--- config.mk ---
export PLATFORM = sky130hd
export DESIGN_NAME = sml_fifo_level
export DESIGN_NICKNAME = d
export VERILOG_FILES = /design/src/logic/sml_fifo_level.v /design/src/logic/sml_level_cnt.v
export VERILOG_INCLUDE_DIRS = /design/src /design/src/pkg
export SDC_FILE = /design/constraint.sdc
export NUM_CORES = 1
export LEC_CHECK = 0
export BUFFER_PORTS_ARGS = -buffer_cell sky130_fd_sc_hd__buf_2
export CAP_MARGIN = 20
export CORE_MARGIN = 1
export CORE_UTILIZATION = 30
export CTS_BUF_LIST = sky130_fd_sc_hd__clkbuf_4 sky130_fd_sc_hd__clkbuf_8
export DETAILED_ROUTE_END_ITERATION = 10
export SLEW_MARGIN = 20
export SYNTH_ARGS = -nofsm -noshare
export SYNTH_HDL_FRONTEND = slang
export SYNTH_SLANG_ARGS = --single-unit
export TNS_END_PERCENT = 5
--- constraint.sdc ---
create_clock -name hclk -period 6.4 [get_ports hclk]
set_input_delay 0.32 -clock hclk [delete_from_list [all_inputs] [get_ports hclk]]
set_output_delay 0.32 -clock hclk [all_outputs]
set_load 0.02 [all_outputs]
--- src/pkg/sml_regs.vh ---
/*
  Register map, field positions and reset values of the serial master FIFO level block.
  Assumes inclusion by bare name from the design files; definitions only.
*/
`ifndef SML_REGS_VH
`define SML_REGS_VH

// Byte addresses of the word registers on the AHB-Lite port.
`define SML_ADDR_W 8
`define SML_OFS_RX_THRESH 8'h1C
`define SML_OFS_TX_LEVEL 8'h20
`define SML_OFS_RX_LEVEL 8'h24
`define SML_OFS_IRQ_STATUS 8'h30
`define SML_OFS_IRQ_CLEAR 8'h34
`define SML_OFS_IRQ_ENABLE 8'h38

// Field layout and reset values.
`define SML_LVL_W 4
`define SML_LVL_MSB 3
`define SML_THRESH_RST 4'h0
`define SML_LEVEL_RST 4'h0
`define SML_FIFO_DEPTH 4'h2

// Interrupt status, clear and enable share this layout.
`define SML_IRQ_W 3
`define SML_IRQ_RX_FULL 0
`define SML_IRQ_RX_OVF 1
`define SML_IRQ_RX_UNF 2
`define SML_IRQ_EN_RST 3'h0

// AHB-Lite encodings used by the slave.
`define SML_HTRANS_NONSEQ_BIT 1
`define SML_HRESP_OKAY 1'b0

`endif

--- src/logic/sml_fifo_level.v ---
/*
  FIFO occupancy, receive threshold and interrupt logic of the serial master,
  with an AHB-Lite register slave.
  Assumes push and pop strobes come from the FIFO logic on hclk, and that the
  bus master holds hwdata through the data phase.
*/
// Our own choice: the AHB-Lite interface to the registers.
`timescale 1ns/1ps
`include "sml_regs.vh"

module sml_fifo_level #(
   parameter [`SML_LVL_MSB:0] TX_DEPTH = `SML_FIFO_DEPTH,
   parameter [`SML_LVL_MSB:0] RX_DEPTH = `SML_FIFO_DEPTH
)
(
   input wire hclk, // Bus clock, 200 MHz.
   input wire hresetn, // Asynchronous reset, active low.
   input wire hce, // Clock enable; all state frozen while low.
   input wire hsel, // Slave select.
   input wire [31:0] haddr, // Byte address.
   input wire [1:0] htrans, // Transfer type.
   input wire hwrite, // Write when high.
   input wire [2:0] hsize, // Transfer size.
   input wire [31:0] hwdata, // Write data.
   input wire hready, // Bus ready in.
   output wire hreadyout, // Slave ready.
   output wire hresp, // Response, always OKAY.
   output wire [31:0] hrdata, // Read data.
   input wire tx_push, // Transmit FIFO write strobe.
   input wire tx_pop, // Transmit FIFO read strobe.
   input wire rx_push, // Receive FIFO write strobe.
   input wire rx_pop, // Receive FIFO read strobe.
   output wire [`SML_LVL_MSB:0] tx_entry_count, // Transmit entries held.
   output wire [`SML_LVL_MSB:0] rx_entry_count, // Receive entries held.
   output wire rx_full_req, // Raw receive-full request level.
   output wire irq // Interrupt, high while an enabled status bit is set.
);

   reg [`SML_LVL_MSB:0] rx_full_trigger_level_ff;
   reg [`SML_IRQ_W-1:0] irq_status_ff;
   reg [`SML_IRQ_W-1:0] irq_enable_ff;
   reg [`SML_IRQ_W-1:0] nxt_irq_status;
   reg [31:0] hrdata_ff;
   reg [31:0] nxt_hrdata;
   reg wr_pend_ff;
   reg [`SML_ADDR_W-1:0] wr_addr_ff;
   reg rx_full_req_ff;

   wire addr_phase;
   wire wr_data_phase;
   wire [`SML_ADDR_W-1:0] addr_lo;
   wire [`SML_LVL_MSB:0] tx_count;
   wire [`SML_LVL_MSB:0] rx_count;
   wire rx_ovf;
   wire rx_unf;
   wire [`SML_IRQ_W-1:0] irq_events;
   wire [`SML_IRQ_W-1:0] clr_mask;
   wire thresh_wr_ok;

   // Zero-padded register word from a narrow field; upper bits read as zero.
   function [31:0] pad_field;
      input [`SML_LVL_MSB:0] field;
      begin
         pad_field = {28'h0000000, field};
      end
   endfunction

   // Write-strobe decode shared by every writable register.
   function wr_hit;
      input pend;
      input [`SML_ADDR_W-1:0] a;
      input [`SML_ADDR_W-1:0] ofs;
      begin
         wr_hit = pend && (a == ofs);
      end
   endfunction

   sml_level_cnt #(
      .DEPTH(TX_DEPTH)
   )
   u_tx_cnt
   (
      .hclk(hclk),
      .hresetn(hresetn),
      .ce(hce),
      .push(tx_push),
      .pop(tx_pop),
      .count(tx_count),
      .overflow(),
      .underflow()
   );

   sml_level_cnt #(
      .DEPTH(RX_DEPTH)
   )
   u_rx_cnt
   (
      .hclk(hclk),
      .hresetn(hresetn),
      .ce(hce),
      .push(rx_push),
      .pop(rx_pop),
      .count(rx_count),
      .overflow(rx_ovf),
      .underflow(rx_unf)
   );

   assign tx_entry_count = tx_count;
   assign rx_entry_count = rx_count;

   // Zero wait states; a frozen clock enable stretches the transfer instead of losing it.
   assign hreadyout = hce;
   assign hresp = `SML_HRESP_OKAY;
   assign hrdata = hrdata_ff;

   assign addr_phase = hsel && htrans[`SML_HTRANS_NONSEQ_BIT] && hready && hce;
   assign addr_lo = haddr[`SML_ADDR_W-1:0];
   assign wr_data_phase = wr_pend_ff && hce;

   // Only the threshold field is compared, since the reserved bits are not stored.
   assign thresh_wr_ok = hwdata[`SML_LVL_MSB:0] <= RX_DEPTH;

   // Level condition; the comparison widens by one bit so threshold 15 never wraps.
   always @(posedge hclk or negedge hresetn)
   begin
      if (!hresetn)
      begin
         rx_full_req_ff <= 1'b0;
      end
      else if (hce)
      begin
         rx_full_req_ff <= ({1'b0, rx_count} >= ({1'b0, rx_full_trigger_level_ff} + 5'h01));
      end
   end
   assign rx_full_req = rx_full_req_ff;

   assign irq_events[`SML_IRQ_RX_FULL] = rx_full_req_ff;
   assign irq_events[`SML_IRQ_RX_OVF] = rx_ovf;
   assign irq_events[`SML_IRQ_RX_UNF] = rx_unf;

   assign clr_mask = wr_hit(wr_data_phase, wr_addr_ff, `SML_OFS_IRQ_CLEAR) ?
                     hwdata[`SML_IRQ_W-1:0] : {`SML_IRQ_W{1'b0}};

   // An event in the same cycle as its clear keeps the bit set.
   always @*
   begin
      nxt_irq_status = (irq_status_ff & ~clr_mask) | irq_events;
   end

   assign irq = |(irq_status_ff & irq_enable_ff);

   // Address phase latch; writes complete in the following data phase.
   always @(posedge hclk or negedge hresetn)
   begin
      if (!hresetn)
      begin
         wr_pend_ff <= 1'b0;
         wr_addr_ff <= {`SML_ADDR_W{1'b0}};
      end
      else if (hce)
      begin
         wr_pend_ff <= addr_phase && hwrite;
         if (addr_phase)
         begin
            wr_addr_ff <= addr_lo;
         end
      end
   end

   // Read data is fetched at the address phase so it stands registered in the data phase.
   // Reads have no side effects on any register.
   always @*
   begin
      nxt_hrdata = 32'h00000000;
      if (addr_lo == `SML_OFS_RX_THRESH)
      begin
         nxt_hrdata = pad_field(rx_full_trigger_level_ff);
      end
      else if (addr_lo == `SML_OFS_TX_LEVEL)
      begin
         nxt_hrdata = pad_field(tx_count);
      end
      else if (addr_lo == `SML_OFS_RX_LEVEL)
      begin
         nxt_hrdata = pad_field(rx_count);
      end
      else if (addr_lo == `SML_OFS_IRQ_STATUS)
      begin
         nxt_hrdata = {29'h0, irq_status_ff};
      end
      else if (addr_lo == `SML_OFS_IRQ_ENABLE)
      begin
         nxt_hrdata = {29'h0, irq_enable_ff};
      end
      else
      begin
         nxt_hrdata = 32'h00000000;
      end
   end

   always @(posedge hclk or negedge hresetn)
   begin
      if (!hresetn)
      begin
         hrdata_ff <= 32'h00000000;
      end
      else if (addr_phase && !hwrite)
      begin
         hrdata_ff <= nxt_hrdata;
      end
   end

   // Software-written registers and the sticky status.
   always @(posedge hclk or negedge hresetn)
   begin
      if (!hresetn)
      begin
         rx_full_trigger_level_ff <= `SML_THRESH_RST;
         irq_enable_ff <= `SML_IRQ_EN_RST;
         irq_status_ff <= {`SML_IRQ_W{1'b0}};
      end
      else if (hce)
      begin
         irq_status_ff <= nxt_irq_status;
         if (wr_hit(wr_data_phase, wr_addr_ff, `SML_OFS_RX_THRESH) && thresh_wr_ok)
         begin
            rx_full_trigger_level_ff <= hwdata[`SML_LVL_MSB:0];
         end
         if (wr_hit(wr_data_phase, wr_addr_ff, `SML_OFS_IRQ_ENABLE))
         begin
            irq_enable_ff <= hwdata[`SML_IRQ_W-1:0];
         end
      end
   end

endmodule

--- src/logic/sml_level_cnt.v ---
/*
  Entry counter for one FIFO: tracks how many entries are held.
  Assumes push and pop strobes come from logic on hclk; no synchronisers.
*/
`timescale 1ns/1ps
`include "sml_regs.vh"

module sml_level_cnt #(
   parameter [`SML_LVL_MSB:0] DEPTH = `SML_FIFO_DEPTH
)
(
   input wire hclk, // Bus clock.
   input wire hresetn, // Asynchronous reset, active low.
   input wire ce, // Clock enable; state frozen while low.
   input wire push, // One entry written into the FIFO.
   input wire pop, // One entry read out of the FIFO.
   output wire [`SML_LVL_MSB:0] count, // Entries currently held.
   output wire overflow, // Push refused because the FIFO is full.
   output wire underflow // Pop refused because the FIFO is empty.
);

   reg [`SML_LVL_MSB:0] count_ff;
   reg [`SML_LVL_MSB:0] nxt_count;
   wire push_ok;
   wire pop_ok;

   // A simultaneous push and pop into a full FIFO is legal: the pop frees the slot.
   assign pop_ok = pop && (count_ff != {`SML_LVL_W{1'b0}});
   assign push_ok = push && ((count_ff < DEPTH) || pop_ok);
   assign overflow = push && !push_ok;
   assign underflow = pop && !pop_ok;
   assign count = count_ff;

   always @*
   begin
      nxt_count = count_ff;
      if (push_ok && !pop_ok)
      begin
         nxt_count = count_ff + 4'h1;
      end
      else if (pop_ok && !push_ok)
      begin
         nxt_count = count_ff - 4'h1;
      end
   end

   always @(posedge hclk or negedge hresetn)
   begin
      if (!hresetn)
      begin
         count_ff <= `SML_LEVEL_RST;
      end
      else if (ce)
      begin
         count_ff <= nxt_count;
      end
   end

endmodule

==> impl_summary.log <==
[metrics] run status: complete, no violations
[metrics] setup repair after global routing missed its margin: no
[metrics] number of global-route vias before repair: 1592
[metrics] share of the synthesized netlist area taken by xor and xnor gates: under 10%
[metrics] number of cells produced by synthesis: 220
[metrics] final routed wire length divided by cell count: about 13 um
[metrics] async set or reset register ratio after synthesis: 100%
[metrics] sequential cell area fraction in the yosys report: between 30 and 40%
[metrics] delay-heaviest family, CP: compound AO/OA/AOI/OAI gates
[metrics] #FFs+latches synth: 32
[metrics] number of antenna violations at the first check in global routing: 0
[metrics] max capacitance violation total: 0
[metrics] root buf cell: sky130_fd_sc_hd__clkbuf_8
[metrics] Initial DRT Pass Iterations: 4
[metrics] Skew-Pair Late Insertion Delay: roughly 290 ps
[metrics] TritonCTS clock tree: done
[metrics] proportion of power drawn by the clock network: a little under a quarter
[metrics] post-CTS resize count: 0
[metrics] Slew Limit Fails: 0
[metrics] post-synthesis share of cell area spent on full adders, half adders and majority gates: under 10%
[metrics] standard cell with the maximum stage delay on the critical path: sky130_fd_sc_hd__dfrtp_1
[metrics] core box area: 6910 um2
[metrics] list of cells traversed by the critical path: nor4_1 -> nand2b_1 -> ha_1 -> inv_1 -> ha_1 -> a21o_1 -> a2111oi_0 -> o31ai_1
[metrics] aggregate routed wire length: around 4.5 mm
[metrics] number of buffers inserted for hold repair after clock tree synthesis: 0
[metrics] final worst path period need: between 2000 and 3000 ps
[metrics] cells taking the most area after synthesis: sky130_fd_sc_hd__dfrtp_1, sky130_fd_sc_hd__buf_4, sky130_fd_sc_hd__ha_1, sky130_fd_sc_hd__mux2_2, sky130_fd_sc_hd__nand2_1
[metrics] number of enable-type register cells in the synthesized netlist: 0
[metrics] kind of end point of the critical path: flop
[metrics] most common cell after layout, fill and taps aside: sky130_fd_sc_hd__buf_2
[metrics] setup TNS: 0 ps
[metrics] largest incremental delay on the critical path: approximately 480 ps
[metrics] height of the chip: around 87 um
[metrics] internal power consumption: about 0.5 mW
[metrics] number of sinks handled by clock tree synthesis: 32
[metrics] per-cell via count in the routed design: about 4.7
[metrics] main combinational cell family by area after synthesis: simple AND/OR/NAND/NOR gates
[metrics] clock buffers created by TritonCTS: 5
[metrics] number of distinct library cells after synthesis: 49
[metrics] GRT Overall Usage: 12.7%
[metrics] Post-Layout Inst Area: about 2500 um2
[metrics] Worst Path Max Fanout: 8
[metrics] final worst path period share: between 40 and 50%
[metrics] gp weighted congestion: approximately 0.74
[metrics] syn avg cell area: 9.92 um2
[metrics] Compound-Gate Fraction of Synth Area: about an eighth
[metrics] combinational cell fraction of total power: 37.9%
[metrics] commonest non-fill, non-tap cells in the layout: sky130_fd_sc_hd__buf_2, sky130_fd_sc_hd__dfrtp_1, sky130_fd_sc_hd__conb_1
[metrics] number of design-rule violations left by the first detailed-router iteration: 38
[metrics] max frequency: 384 MHz
[metrics] type of element launching the critical path: flop
[metrics] Sw Share: between 30 and 40%
[metrics] Cell Pwr Density: approximately 340 nW/um2
[metrics] Boundary Pins: 123
[metrics] clock transition time at the flip-flop clock pins of the worst setup and hold paths: roughly 70 ps
[metrics] max_slew headroom: approximately 53%
[metrics] final-stage net count: approximately 350
[metrics] Crit Reg-Reg Startpoint: u_rx_cnt.count[1]$_DFFE_PN0P_
[metrics] Worst Path Buf+Inv: 1
[metrics] worst vdd ir: approximately 220 uV
[metrics] Synth top area share: 36.7%
[metrics] most prevalent standard cell on the critical path: sky130_fd_sc_hd__ha_1
[metrics] post-synth design cell area: 2180 um2
[metrics] Leak: 1.16 nW
[metrics] die width: between 80 and 90 um
[metrics] DRC violation count after routing: 0
[metrics] kind of critical path: reg2reg
[metrics] multiplexer area fraction after synthesis: a little under a tenth
[metrics] classification of the worst-slack hold path: in2async
[metrics] Longest Clk Path Bufs: 2
[metrics] measured slew at the worst slew-check pin: 707 ps
[metrics] residual antenna-violating net count after detailed routing: 0
[metrics] fraction of final layout cells with drive strength greater than 1: between 20% and 30%
[metrics] number of warnings issued by yosys: 0
[metrics] placed inst area: between 2000 and 2500 um2
[metrics] setup violators final: 0
[metrics] Most used DFF post-synth: sky130_fd_sc_hd__dfrtp_1
[metrics] initial core utilization: 31.6%
[metrics] top cell type by total area after synthesis: sky130_fd_sc_hd__dfrtp_1
[metrics] Psw: between 0.3 and 0.4 mW
[metrics] startpoint of the worst setup timing path: u_rx_cnt.count[1]$_DFFE_PN0P_
[metrics] synthesized-area fraction occupied by and/or/nand/nor cells: a little under a fifth
[metrics] Critical Path AT: 2750 ps
[metrics] post-detailed-placement half-perimeter wirelength: 3.48 mm
[metrics] Area growth, synth to finish: 12.3%
[metrics] number of buffers inserted by port buffering: 37
[metrics] hold violation count in the final report: 0
[metrics] Final Skew: between 7 and 8 ps
[metrics] standard-cell rows: 30
[metrics] DR vias: 1642
[metrics] count of fill cells added during filler insertion: 730
[metrics] critical path data required time: approximately 6600 ps
[metrics] wire length of the first global-routing pass: 7.53 mm
[metrics] maximum number of pins on one net before global-route repair: 33
[metrics] H-tree level count: 2
[metrics] overall overflow remaining after global route: 0
[metrics] total inserted antenna cells: 0
[metrics] Die Area: 7620 um2
[metrics] Flop pwr share: between 30% and 40%
[metrics] count of buffers added by post-CTS timing repair for setup: 0
[logic make-up after synthesis]
kind of cell    Yosys count
simple gates             67
buf+inv                  45
compound gates           37
flops                    32
mux                      19
fa+ha+maj                13
xor+xnor                  6
other cells               1
[layout make-up]
type / instances / area (um2) / share of cell area (%)
Tap cell: 96 / 120 / 4.90
Sequential cell: 32 / 801 / 32.7
Clock buffer: 6 / 76.3 / 3.11
Timing Repair Buffer: 37 / 185 / 7.55
Multi-Input combinational cell: 171 / 1200 / 49.1
Inverter: 8 / 30.0 / 1.22
Clock inverter: 2 / 35.0 / 1.43
[cells in the mapped netlist, types with 3 or more instances]
cell type	number
sky130_fd_sc_hd__o21ai_0	5
sky130_fd_sc_hd__ha_1	11
sky130_fd_sc_hd__clkbuf_1	6
sky130_fd_sc_hd__inv_1	8
sky130_fd_sc_hd__a21oi_1	8
sky130_fd_sc_hd__nand3_1	3
sky130_fd_sc_hd__nand2_1	20
sky130_fd_sc_hd__buf_4	30
sky130_fd_sc_hd__mux2_1	5
sky130_fd_sc_hd__nor2b_1	6
sky130_fd_sc_hd__nor2_1	4
sky130_fd_sc_hd__nand2b_1	6
sky130_fd_sc_hd__o211ai_1	3
sky130_fd_sc_hd__mux2_2	10
sky130_fd_sc_hd__dfrtp_1	32
sky130_fd_sc_hd__a21o_1	3
sky130_fd_sc_hd__nor3_1	8
sky130_fd_sc_hd__and3_1	3
sky130_fd_sc_hd__mux2i_1	4
sky130_fd_sc_hd__xnor2_1	5
[path summary, 6_finish.rpt]
path                                                      end  slack (ps)  depth (start not counted)
worst max-delay path            u_rx_cnt.count[3]$_DFFE_PN0P_        3800                          8
worst min-delay path            u_tx_cnt.count[3]$_DFFE_PN0P_          70                          1
worst max register to register  u_rx_cnt.count[3]$_DFFE_PN0P_        3800                          8
worst min register to register          hrdata[3]$_DFFE_PN0P_         500                          1
max in group asynchronous       u_rx_cnt.count[0]$_DFFE_PN0P_        5860                          1
min in group hclk                irq_enable_ff[2]$_DFFE_PN0P_         280                          2
[metal layers]
metal | track usage (%) | up-vias | wire length (um) | share of wire, %
met4 | 4.02 | 0 | 52 | 1.2
li1 | - | 803 | - | -
met3 | 3.70 | 9 | 246 | 5.5
met5 | 0 | - | 0 | 0
met2 | 20.2 | 51 | 1960 | 44
met1 | 16.6 | 779 | 2220 | 49
[sequential cells by signal, indices dropped and copies added (netlist names)]
| signal | flops |
|---|---|
| wr_addr_ff | 8 |
| hrdata | 4 |
| rx_full_trigger_level_ff | 4 |
| u_rx_cnt.count | 4 |
| u_tx_cnt.count | 4 |
| irq_enable_ff | 3 |
| irq_status_ff | 3 |
| rx_full_req | 1 |
| wr_pend_ff | 1 |
[power by group through the flow]
stage | Sequential (mW) | Combinational, mW | Clock, mW
after floorplan | 0.339 | 0.218 | 0
after global placement | 0.323 | 0.306 | 0
after detailed placement | 0.324 | 0.314 | 0
after CTS | 0.321 | 0.316 | 0.200
after global routing | 0.332 | 0.357 | 0.206
final | 0.319 | 0.313 | 0.194
[stage by stage]
stage	util [%]	power, mW	hold slack (ps)	setup WS [ps]	instances
global placement	33.9	0.629	420	3900	344
finish	35.5	0.826	70.8	3800	352
detailed placement	33.9	0.638	427	3870	344
floorplan	-	0.556	24.4	4050	248
CTS	35.5	0.837	107	3820	352
global route	35.5	0.896	140	3510	352
Power figures use the tool's default switching activity.
